--- src/rtl/dbp_consts.vh ---
// Constants for the DMA bus setting and drive task file window.
// Assumes a 100 MHz mclk and a word-aligned AHB-Lite register map.
`ifndef DBP_CONSTS_VH
`define DBP_CONSTS_VH

// Register indexes; byte address is four times the index
`define DBP_IDX_DMA_CFG      8'h38
`define DBP_IDX_HW_SETUP     8'h3C
`define DBP_IDX_TF_DATA      8'h40
`define DBP_IDX_TF_CMD       8'h44
`define DBP_IDX_TF_FEAT      8'h48
`define DBP_IDX_TF_CNT       8'h49
`define DBP_IDX_TF_LBA0      8'h4A
`define DBP_IDX_TF_LBA1      8'h4B
`define DBP_IDX_TF_LBA2      8'h4C
`define DBP_IDX_TF_DRV       8'h4D
`define DBP_IDX_TF_ALT       8'h4E
`define DBP_IDX_TF_DADDR     8'h4F
`define DBP_IDX_HOST_CTL     8'h60

// Hardware setting fields
`define DBP_HW_LANE_HI       7
`define DBP_HW_LANE_LO       6
`define DBP_HW_EOT_LVL       5
`define DBP_HW_MASTER        4
`define DBP_HW_ACK_LVL       3
`define DBP_HW_REQ_LVL       2
`define DBP_HW_WR_LVL        1
`define DBP_HW_RD_LVL        0
`define DBP_LANE_NORMAL      2'h0
`define DBP_LANE_SWAP        2'h1

// Reset values
`define DBP_HW_RST           8'h04
`define DBP_CFG_RST          16'h0001
`define DBP_CFG_MASK         16'h3F8D
`define DBP_TF_RST           8'h00
`define DBP_CMD_READ         32'h000000FF

// Host control fields
`define DBP_CTL_HOST8        0
`define DBP_CTL_BUSY         8
`define DBP_CTL_BYTE_PH      9

// Drive address codes
`define DBP_DA_DATA          3'h0
`define DBP_DA_FEAT          3'h1
`define DBP_DA_CNT           3'h2
`define DBP_DA_LBA0          3'h3
`define DBP_DA_LBA1          3'h4
`define DBP_DA_LBA2          3'h5
`define DBP_DA_DRV           3'h6
`define DBP_DA_CMD           3'h7

// Programmed I/O timing
`define DBP_CLK_NS           10
`define DBP_T_SETUP_NS       70
`define DBP_T_STROBE_NS      165
`define DBP_T_RECOVER_NS     30
`define DBP_CYC(ns)          (((ns) + `DBP_CLK_NS - 1) / `DBP_CLK_NS)

`endif

--- src/rtl/dbp_pio.v ---
// Drive-side programmed I/O cycle engine with strobe polarity.
// Assumes start is a one-cycle pulse issued only while busy is low.
`timescale 1ns/1ns
`include "dbp_consts.vh"

module dbp_pio #(
  parameter SETUP_CYC   = `DBP_CYC(`DBP_T_SETUP_NS),
  parameter STROBE_CYC  = `DBP_CYC(`DBP_T_STROBE_NS),
  parameter RECOVER_CYC = `DBP_CYC(`DBP_T_RECOVER_NS)
) (
  input  wire        mclk,
  input  wire        clr,
  input  wire        start,
  input  wire        wr,
  input  wire        ctl_blk,
  input  wire [2:0]  addr,
  input  wire [15:0] wdata,
  input  wire        rd_lvl,
  input  wire        wr_lvl,
  input  wire        ext_rd,
  input  wire        ext_wr,
  input  wire [15:0] dd_in,
  output reg         busy_r,
  output reg         done_r,
  output reg  [15:0] rdata_r,
  output reg         command_block_select_n_r,
  output reg         control_block_select_n_r,
  output reg  [2:0]  drive_addr_r,
  output reg         rd_pin_r,
  output reg         wr_pin_r,
  output reg  [15:0] dd_out_r,
  output reg         dd_oe_r
);

  localparam ST_IDLE  = 2'd0;
  localparam ST_SETUP = 2'd1;
  localparam ST_STRB  = 2'd2;
  localparam ST_REC   = 2'd3;

  reg [1:0] st_r;
  reg [7:0] cnt_r;
  reg       wr_r;
  reg       rd_act;
  reg       wr_act;

  always @* begin
    rd_act = ext_rd | ((st_r == ST_STRB) & ~wr_r);
    wr_act = ext_wr | ((st_r == ST_STRB) & wr_r);
  end

  always @(posedge mclk) begin
    if (clr) begin
      st_r                     <= ST_IDLE;
      cnt_r                    <= 8'h00;
      wr_r                     <= 1'b0;
      busy_r                   <= 1'b0;
      done_r                   <= 1'b0;
      rdata_r                  <= 16'h0000;
      command_block_select_n_r <= 1'b1;
      control_block_select_n_r <= 1'b1;
      drive_addr_r             <= 3'h0;
      rd_pin_r                 <= 1'b1;
      wr_pin_r                 <= 1'b1;
      dd_out_r                 <= 16'h0000;
      dd_oe_r                  <= 1'b0;
    end else begin
      done_r   <= 1'b0;
      wr_pin_r <= wr_act ~^ wr_lvl;
      rd_pin_r <= rd_act ~^ rd_lvl;
      case (st_r)
        ST_IDLE: begin
          if (start) begin
            command_block_select_n_r <= ctl_blk;
            control_block_select_n_r <= ~ctl_blk;
            drive_addr_r             <= addr;
            wr_r                     <= wr;
            dd_out_r                 <= wdata;
            dd_oe_r                  <= wr;
            busy_r                   <= 1'b1;
            cnt_r                    <= SETUP_CYC[7:0];
            st_r                     <= ST_SETUP;
          end
        end
        ST_SETUP: begin
          if (cnt_r <= 8'h01) begin
            cnt_r <= STROBE_CYC[7:0];
            st_r  <= ST_STRB;
          end else begin
            cnt_r <= cnt_r - 8'h01;
          end
        end
        ST_STRB: begin
          if (cnt_r <= 8'h01) begin
            if (!wr_r) begin
              rdata_r <= dd_in;
            end
            cnt_r <= RECOVER_CYC[7:0];
            st_r  <= ST_REC;
          end else begin
            cnt_r <= cnt_r - 8'h01;
          end
        end
        ST_REC: begin
          if (cnt_r <= 8'h01) begin
            command_block_select_n_r <= 1'b1;
            control_block_select_n_r <= 1'b1;
            dd_oe_r                  <= 1'b0;
            busy_r                   <= 1'b0;
            done_r                   <= 1'b1;
            st_r                     <= ST_IDLE;
          end else begin
            cnt_r <= cnt_r - 8'h01;
          end
        end
        default: begin
          st_r <= ST_IDLE;
        end
      endcase
    end
  end

endmodule // dbp_pio

--- src/rtl/dbp_top.v ---
// DMA bus hardware setting and drive task file window, AHB-Lite slave.
// Assumes single word transfers and a synchronous bus reset pulse.
//
// Notes on behaviour
// - lane field 00 normal, 01 swapped
// - swap only during slave or master DMA
// - bit5 sets end-of-transfer level, slave only
// - bit4 picks slave or master role
// - bit3 sets acknowledge level
// - bit2 sets request level
// - bit1 sets write strobe level
// - bit0 sets read strobe level
// - one byte setting, resets to 04h
// - task file access becomes drive PIO cycle
// - automatic drive selects and address lines
// - ten task file entries mapped
// - 8-bit host pairs two data accesses
// - low byte first, then high byte
// - other entries take one immediate cycle
// - data, feature, count entries reset zero
// - request pin undriven until config written
// - command entry write-only, reads FFh
`timescale 1ns/1ns
`include "dbp_consts.vh"

module dbp_top #(
  parameter SETUP_CYC   = `DBP_CYC(`DBP_T_SETUP_NS),
  parameter STROBE_CYC  = `DBP_CYC(`DBP_T_STROBE_NS),
  parameter RECOVER_CYC = `DBP_CYC(`DBP_T_RECOVER_NS)
) (
  input  wire        mclk,
  input  wire        rst_b,
  input  wire        usb_bus_rst,
  input  wire        hsel,
  input  wire [31:0] haddr,
  input  wire [1:0]  htrans,
  input  wire        hwrite,
  input  wire [2:0]  hsize,
  input  wire [31:0] hwdata,
  input  wire        hready,
  output reg         hreadyout,
  output reg  [31:0] hrdata,
  output reg         hresp,
  input  wire        dma_req_int,
  input  wire        dma_ack_int,
  input  wire        dma_rd_int,
  input  wire        dma_wr_int,
  input  wire        dma_xfer_active,
  input  wire [15:0] buf_wdata,
  input  wire [15:0] dma_pin_rdata,
  input  wire        end_of_transfer_in,
  input  wire        dma_ack_in,
  output reg         dma_req_out,
  output reg         dma_req_oe,
  output reg         dma_ack_out,
  output reg         dma_ack_oe,
  output reg         eot_seen,
  output reg         ack_seen,
  output reg  [15:0] dma_pin_wdata,
  output reg  [15:0] buf_rdata,
  output wire        command_block_select_n,
  output wire        control_block_select_n,
  output wire        drive_addr_bit2,
  output wire        drive_addr_bit1,
  output wire        drive_addr_bit0,
  output wire        read_strobe_pin,
  output wire        write_strobe_pin,
  input  wire [15:0] dd_in,
  output wire [15:0] dd_out,
  output wire        dd_oe
);

  wire clr = ~rst_b | usb_bus_rst;

  // Index to {hit, control block, drive address}
  function [4:0] tf_map;
    input [7:0] idx;
    begin
      case (idx)
        `DBP_IDX_TF_DATA:  tf_map = {2'b10, `DBP_DA_DATA};
        `DBP_IDX_TF_FEAT:  tf_map = {2'b10, `DBP_DA_FEAT};
        `DBP_IDX_TF_CNT:   tf_map = {2'b10, `DBP_DA_CNT};
        `DBP_IDX_TF_LBA0:  tf_map = {2'b10, `DBP_DA_LBA0};
        `DBP_IDX_TF_LBA1:  tf_map = {2'b10, `DBP_DA_LBA1};
        `DBP_IDX_TF_LBA2:  tf_map = {2'b10, `DBP_DA_LBA2};
        `DBP_IDX_TF_DRV:   tf_map = {2'b10, `DBP_DA_DRV};
        `DBP_IDX_TF_CMD:   tf_map = {2'b10, `DBP_DA_CMD};
        `DBP_IDX_TF_ALT:   tf_map = {2'b11, `DBP_DA_DRV};
        `DBP_IDX_TF_DADDR: tf_map = {2'b11, `DBP_DA_CMD};
        default:           tf_map = 5'h00;
      endcase
    end
  endfunction

  reg  [7:0]  hw_r;
  reg  [15:0] cfg_r;
  reg         cfg_wr_r;
  reg         host8_r;
  reg         byte_ph_r;
  reg  [7:0]  sh_lo_r;
  reg  [7:0]  sh_hi_r;
  reg  [7:0]  sh_feat_r;
  reg  [7:0]  sh_cnt_r;
  reg         ph_r;
  reg         a_wr_r;
  reg         a_ok_r;
  reg  [7:0]  a_idx_r;
  reg         wait_r;
  reg         w_data_r;
  reg         pio_go_r;
  reg         pio_wr_r;
  reg         pio_ctl_r;
  reg  [2:0]  pio_a_r;
  reg  [15:0] pio_wd_r;

  wire        pio_busy;
  wire        pio_done;
  wire [15:0] pio_rdata;
  wire [2:0]  drive_addr;

  wire        acc     = hsel & htrans[1] & hready;
  wire        addr_ok = (haddr[31:10] == 22'h000000);
  wire [7:0]  idx     = haddr[9:2];
  wire [4:0]  map_a   = tf_map(idx);
  wire [4:0]  map_d   = tf_map(a_idx_r);
  wire        is_data = (idx == `DBP_IDX_TF_DATA);
  wire        d_data  = (a_idx_r == `DBP_IDX_TF_DATA);
  wire        master  = hw_r[`DBP_HW_MASTER];
  wire        swap_on = (hw_r[`DBP_HW_LANE_HI:`DBP_HW_LANE_LO] == `DBP_LANE_SWAP)
                        & dma_xfer_active;

  wire rd_pio = addr_ok & map_a[4] & (idx != `DBP_IDX_TF_CMD)
                & ~(is_data & host8_r & byte_ph_r);
  // first data byte written is held back
  wire wr_pio = addr_ok & map_a[4] & ~(is_data & host8_r & ~byte_ph_r);

  reg [31:0] local_rd;
  always @* begin
    local_rd = 32'h00000000;
    if (addr_ok) begin
      case (idx)
        `DBP_IDX_HW_SETUP: local_rd = {24'h000000, hw_r};
        `DBP_IDX_DMA_CFG:  local_rd = {16'h0000, cfg_r};
        `DBP_IDX_HOST_CTL: local_rd = {22'h000000, byte_ph_r, pio_busy, 7'h00, host8_r};
        `DBP_IDX_TF_CMD:   local_rd = `DBP_CMD_READ;
        `DBP_IDX_TF_DATA:  local_rd = {24'h000000, sh_hi_r};
        default:           local_rd = 32'h00000000;
      endcase
    end
  end

  // Bus slave and register file
  always @(posedge mclk) begin
    if (clr) begin
      hreadyout <= 1'b1;
      hrdata    <= 32'h00000000;
      hresp     <= 1'b0;
      hw_r      <= `DBP_HW_RST;
      cfg_r     <= `DBP_CFG_RST;
      cfg_wr_r  <= 1'b0;
      host8_r   <= 1'b0;
      byte_ph_r <= 1'b0;
      sh_lo_r   <= `DBP_TF_RST;
      sh_hi_r   <= `DBP_TF_RST;
      sh_feat_r <= `DBP_TF_RST;
      sh_cnt_r  <= `DBP_TF_RST;
      ph_r      <= 1'b0;
      a_wr_r    <= 1'b0;
      a_ok_r    <= 1'b0;
      a_idx_r   <= 8'h00;
      wait_r    <= 1'b0;
      w_data_r  <= 1'b0;
      pio_go_r  <= 1'b0;
      pio_wr_r  <= 1'b0;
      pio_ctl_r <= 1'b0;
      pio_a_r   <= 3'h0;
      pio_wd_r  <= 16'h0000;
    end else begin
      hresp    <= 1'b0;
      pio_go_r <= 1'b0;
      ph_r     <= 1'b0;
      if (acc) begin
        ph_r    <= 1'b1;
        a_wr_r  <= hwrite;
        a_ok_r  <= addr_ok;
        a_idx_r <= idx;
        hrdata  <= local_rd;
        if (!hwrite && rd_pio) begin
          hreadyout <= 1'b0;
          wait_r    <= 1'b1;
          w_data_r  <= is_data;
          pio_go_r  <= 1'b1;
          pio_wr_r  <= 1'b0;
          pio_ctl_r <= map_a[3];
          pio_a_r   <= map_a[2:0];
        end else if (hwrite && wr_pio) begin
          hreadyout <= 1'b0;
          wait_r    <= 1'b1;
        end
        if (!hwrite && is_data && addr_ok && host8_r) begin
          byte_ph_r <= ~byte_ph_r;
        end
      end
      if (ph_r && a_wr_r && a_ok_r) begin
        case (a_idx_r)
          `DBP_IDX_HW_SETUP: hw_r <= hwdata[7:0];
          `DBP_IDX_DMA_CFG: begin
            cfg_r    <= hwdata[15:0] & `DBP_CFG_MASK;
            cfg_wr_r <= 1'b1;
          end
          `DBP_IDX_HOST_CTL: host8_r <= hwdata[`DBP_CTL_HOST8];
          `DBP_IDX_TF_FEAT:  sh_feat_r <= hwdata[7:0];
          `DBP_IDX_TF_CNT:   sh_cnt_r <= hwdata[7:0];
          default: begin
          end
        endcase
        if (d_data && host8_r) begin
          byte_ph_r <= ~byte_ph_r;
          if (!byte_ph_r) begin
            sh_lo_r <= hwdata[7:0];
          end else begin
            sh_hi_r <= hwdata[7:0];
          end
        end
        if (map_d[4] && wait_r) begin
          pio_go_r  <= 1'b1;
          pio_wr_r  <= 1'b1;
          pio_ctl_r <= map_d[3];
          pio_a_r   <= map_d[2:0];
          pio_wd_r  <= (d_data && host8_r) ? {hwdata[7:0], sh_lo_r} : hwdata[15:0];
        end
      end
      if (pio_done && wait_r) begin
        hreadyout <= 1'b1;
        wait_r    <= 1'b0;
        if (!pio_wr_r) begin
          if (w_data_r) begin
            sh_lo_r <= pio_rdata[7:0];
            sh_hi_r <= pio_rdata[15:8];
            hrdata  <= host8_r ? {24'h000000, pio_rdata[7:0]}
                               : {16'h0000, pio_rdata};
          end else begin
            hrdata <= {24'h000000, pio_rdata[7:0]};
            if (pio_a_r == `DBP_DA_FEAT && !pio_ctl_r) begin
              sh_feat_r <= pio_rdata[7:0];
            end
            if (pio_a_r == `DBP_DA_CNT && !pio_ctl_r) begin
              sh_cnt_r <= pio_rdata[7:0];
            end
          end
        end
      end
    end
  end

  // DMA pins and lane swap
  always @(posedge mclk) begin
    if (clr) begin
      dma_req_out   <= 1'b1;
      dma_req_oe    <= 1'b0;
      dma_ack_out   <= 1'b1;
      dma_ack_oe    <= 1'b0;
      eot_seen      <= 1'b0;
      ack_seen      <= 1'b0;
      dma_pin_wdata <= 16'h0000;
      buf_rdata     <= 16'h0000;
    end else begin
      dma_req_out <= dma_req_int ~^ hw_r[`DBP_HW_REQ_LVL];
      dma_req_oe  <= cfg_wr_r;
      dma_ack_out <= dma_ack_int ~^ hw_r[`DBP_HW_ACK_LVL];
      dma_ack_oe  <= master;
      ack_seen    <= ~master & (dma_ack_in ~^ hw_r[`DBP_HW_ACK_LVL]);
      // end of transfer in slave mode
      eot_seen    <= ~master & (end_of_transfer_in ~^ hw_r[`DBP_HW_EOT_LVL]);
      dma_pin_wdata <= swap_on ? {buf_wdata[7:0], buf_wdata[15:8]} : buf_wdata;
      buf_rdata     <= swap_on ? {dma_pin_rdata[7:0], dma_pin_rdata[15:8]}
                               : dma_pin_rdata;
    end
  end

  dbp_pio #(
    .SETUP_CYC   (SETUP_CYC),
    .STROBE_CYC  (STROBE_CYC),
    .RECOVER_CYC (RECOVER_CYC)
  ) u_pio (
    .mclk                     (mclk),
    .clr                      (clr),
    .start                    (pio_go_r),
    .wr                       (pio_wr_r),
    .ctl_blk                  (pio_ctl_r),
    .addr                     (pio_a_r),
    .wdata                    (pio_wd_r),
    .rd_lvl                   (hw_r[`DBP_HW_RD_LVL]),
    .wr_lvl                   (hw_r[`DBP_HW_WR_LVL]),
    .ext_rd                   (master & dma_rd_int),
    .ext_wr                   (master & dma_wr_int),
    .dd_in                    (dd_in),
    .busy_r                   (pio_busy),
    .done_r                   (pio_done),
    .rdata_r                  (pio_rdata),
    .command_block_select_n_r (command_block_select_n),
    .control_block_select_n_r (control_block_select_n),
    .drive_addr_r             (drive_addr),
    .rd_pin_r                 (read_strobe_pin),
    .wr_pin_r                 (write_strobe_pin),
    .dd_out_r                 (dd_out),
    .dd_oe_r                  (dd_oe)
  );

  assign drive_addr_bit2 = drive_addr[2];
  assign drive_addr_bit1 = drive_addr[1];
  assign drive_addr_bit0 = drive_addr[0];

endmodule // dbp_top

--- config.mk ---
export PLATFORM = sky130hd
export DESIGN_NAME = dbp_top
export DESIGN_NICKNAME = d
export VERILOG_FILES = /design/src/rtl/dbp_pio.v /design/src/rtl/dbp_top.v
export VERILOG_INCLUDE_DIRS = /design/src /design/src/rtl
export SDC_FILE = /design/constraint.sdc
export NUM_CORES = 1
export LEC_CHECK = 0
export BUFFER_PORTS_ARGS = -buffer_cell sky130_fd_sc_hd__buf_4
export CAP_MARGIN = 15
export CORE_MARGIN = 3
export CORE_UTILIZATION = 35
export DETAILED_ROUTE_END_ITERATION = 7
export GPL_TIMING_DRIVEN = 0
export PLACE_DENSITY = 0.67
export SYNTH_ARGS = -nofsm -noshare
export SYNTH_HDL_FRONTEND = slang
export SYNTH_SLANG_ARGS = --single-unit
--- constraint.sdc ---
create_clock -name mclk -period 4.7 [get_ports mclk]
set_input_delay 0.94 -clock mclk [delete_from_list [all_inputs] [get_ports mclk]]
set_output_delay 0.94 -clock mclk [all_outputs]
set_load 0.02 [all_outputs]
==> flow_summary.toml <==
[routing]
final_antenna_net_count = 0
post_drt_via_cell_ratio = 5.239
wire_per_inst_um = 17.64
routed_wirelength_um = 25960
route.vias.total = 7712
drc = 0
detail_route.iter0.violations = 532
drt_pre_antenna_iters = 5

[clocking]
post-cts-setup-buffer-count = 0
root_buffer = "clkbuf_16"
cts_resized = 0
cts_max_level = 4
tritoncts.num_buffers = 17
holdBufCountCts = 0
cts.clk_slew.worst_paths_ps = 70
tritoncts = "built"
cts_sinks = 196
clockBufferDepth = 2
insertion_delay_ps = 440

[floorplan]
io-pin-count = 226
floorplan.rows = 55
die_y_um = 158.1
fp.dieArea_um2 = 25010
floorplan.core_area_um2 = 22710
die_width_um = 158.1
initial_core_util = 0.3567

[sta]
max_slew.worst_pin.slew_ps = 796.1
setup_repair_after_global_routing_missed_its_margin = "no"
hold_viol = 0
fin_worst_skew_ps = 10.95
final_max_slew_viol_count = 0
finalCritPeriodShare = 0.5539
report.final.setup_viol = 0
period_minus_slack_ps = 2603
timing.fmax_ghz = 0.3841
finalSetupTns_ps = 0
slew-limit-headroom = 0.4652

[layout]
final_nets = 1309
multi_input_comb_area_um2 = 3874
fill_cell_total_of_the_finished_layout = 2291
synthToLayoutAreaGrowth_pct = 30.00
post_route_cells_drive_above_1_share = 0.2226
finalInstanceArea_um2 = 10530
sequential_cell_area_in_the_final_layout_um2 = 3924

[yosys]
async_reset_ff_frac = 0
synth_enable_flop_cells = 0
ys_seq_area_frac = 0.4844
syn-num-nets = 1089
synth-main-ff-cell = "dfxtp_1"
syn-mean-instance-area_um2 = 8.500
netlist_instances = 953
synth_cell_type_count = 60
ys_warn_count = 0
mappedNetlistArea_um2 = 8100
postSynthRegisterBits = 196

[power]
powerDensity_nw_per_um2 = 314.5
peakVddDrop_mv = 0.1857
fin_total_pwr_mw = 3.312
lkg_pwr_nw = 4.226

[run_status]
status = "completed"

[global_routing]
global_route_wire_length_before_repair_um = 39070
number_of_global_route_vias_before_repair = 7200
global_route.usage.total = 0.2000
gr-total-overflow = 0
grt_antenna_before_repair = 1
grt_start_max_net_pins = 19

[worst_setup_path]
startpoint_type = "input pin"
path_max_fanout = 10
path_class = "input pin to flop"
worst-path-buf-inv = 4
endpoint_kind = "flop"
worst-endpoint-arrival_ps = 2880
critical_path.cell_chain = "buf_4, nand2b_1, clkbuf_1, clkbuf_1, clkbuf_1, a21oi_1"
r2r_setup_slack_ps = 2470
worstPathRequired_ps = 4980
path_delay_family = "buffers and inverters"
critical-path-max-stage-delay_ps = 630
critPathMostFrequentCell = "clkbuf_1"
crit_slowest_cell = "clkbuf_1"

[placed_design]
dpl-instance-area_um2 = 9966
port_buffer_count = 201
post-dp-hpwl_um = 19580
routabilityCongestion = 0.9691

[run]
number_of_max_cap_violations = 0

[worst_hold_path]
hold_wc_path_type = "flop to flop"
-- path summary, 6_finish.rpt --
kind,start,to,cells after the start
worst max-delay path,usb_bus_rst,pio_go_r,6
worst min-delay path,cfg_wr_r,dma_req_oe,2
worst max register to register,wait_r,sh_lo_r[2],6
worst min register to register,cfg_wr_r,dma_req_oe,2
-- worst reg2reg max path, stage by stage (launching register included) --
cell	delay, ps
dfxtp_1	440
nand2_1	90
nor2_1	570
nand2_1	360
clkbuf_1	320
o21ai_0	260
a21oi_1	60
-- power by group --
part | switching [mW] | internal (mW)
Combinational | 0.131 | 0.0980
Sequential | 0.00420 | 1.67
Clock | 0.695 | 0.711
-- registers in the layout (all words and copies together) (netlist names), 2 cells and up --
signal / flops
a_idx_r: 8
buf_rdata: 16
cfg_r: 10
dma_pin_wdata: 16
hrdata: 32
hw_r: 8
pio_a_r: 3
pio_wd_r: 16
sh_hi_r: 8
sh_lo_r: 8
u_pio.cnt_r: 8
u_pio.dd_out_r: 16
u_pio.drive_addr_r: 3
u_pio.rdata_r: 16
u_pio.st_r: 2
-- stage by stage --
stage | utilization | setup slack (ps) | hold WS (ps) | instances
after global routing | 0.4637 | 1897 | 458.2 | 1472
after floorplan | - | 2223 | 416.0 | 953
after global placement | 0.4388 | 1647 | 430.1 | 1439
after detailed placement | 0.4388 | 1630 | 435.7 | 1439
after CTS | 0.4636 | 2099 | 446.1 | 1471
final | 0.4637 | 2097 | 444.4 | 1472
-- cell usage after synthesis (3+ instances only) --
master | number | share of area
nand3_1 | 15 | 0.0093
or4_1 | 3 | 0.0028
inv_1 | 10 | 0.0046
and3_1 | 6 | 0.0046
clkbuf_1 | 53 | 0.025
o211ai_1 | 4 | 0.0037
nor4b_1 | 3 | 0.0032
ha_1 | 6 | 0.0093
a32o_1 | 6 | 0.0074
a32oi_1 | 4 | 0.0043
nor2_1 | 58 | 0.027
buf_2 | 5 | 0.0031
a21oi_1 | 131 | 0.081
nand2b_1 | 7 | 0.0054
nor4_1 | 10 | 0.0077
nor2b_1 | 6 | 0.0046
nand4_1 | 12 | 0.0093
xor2_1 | 5 | 0.0054
and2_1 | 21 | 0.016
buf_1 | 4 | 0.0019
a22oi_1 | 7 | 0.0065
o21ai_0 | 42 | 0.026
mux2i_1 | 54 | 0.067
a211oi_1 | 25 | 0.023
a21oi_2 | 5 | 0.0054
nor3_1 | 14 | 0.0087
o31ai_1 | 4 | 0.0037
nand2_1 | 190 | 0.088
dfxtp_1 | 196 | 0.48
o22ai_1 | 3 | 0.0023
or2_2 | 5 | 0.0039
-- routing by layer --
metal | global-route usage | share of wire | wire length, um | vias to the layer above
met5 | 0 | 0 | 0 | -
met4 | 0.06678 | 0.017 | 454 | 0
met3 | 0.03909 | 0.072 | 1863 | 34
met2 | 0.3200 | 0.46 | 12020 | 306
met1 | 0.2716 | 0.45 | 11620 | 3599
li1 | - | - | - | 3773
-- area by class of cell --
type | count | area share
antenna | 1 | 0.0002376
buffer | 65 | 0.02519
clock buffer | 19 | 0.04206
clock inverter | 13 | 0.01129
inverter | 10 | 0.003565
multi-input combinational | 682 | 0.3679
sequential | 196 | 0.3726
tap | 285 | 0.03386
timing repair buffer | 201 | 0.1433
-- placed cells by master, fill, tap and decap left out, types with 7 or more instances in the layout --
cell       instances
a211oi_1          25
a21oi_1          131
a22oi_1            7
and2_1            21
buf_4            203
clkbuf_1          54
clkbuf_16         17
dfxtp_1          196
inv_1             10
mux2i_1           54
nand2_1          190
nand2b_1           7
nand3_1           15
nand4_1           12
nor2_1            58
nor3_1            14
nor4_1            10
o21ai_0           42
-- kinds of logic after synthesis --
group / Yosys count / share of synthesized area
other cells: 1 / 0.0004629
xor+xnor: 7 / 0.007569
buf+inv: 75 / 0.03738
compound gates: 247 / 0.1827
mux: 55 / 0.06812
simple gates: 366 / 0.2101
flops: 196 / 0.4844
fa+ha+maj: 6 / 0.009268
Note: power is estimated with default switching activity, not from simulation.
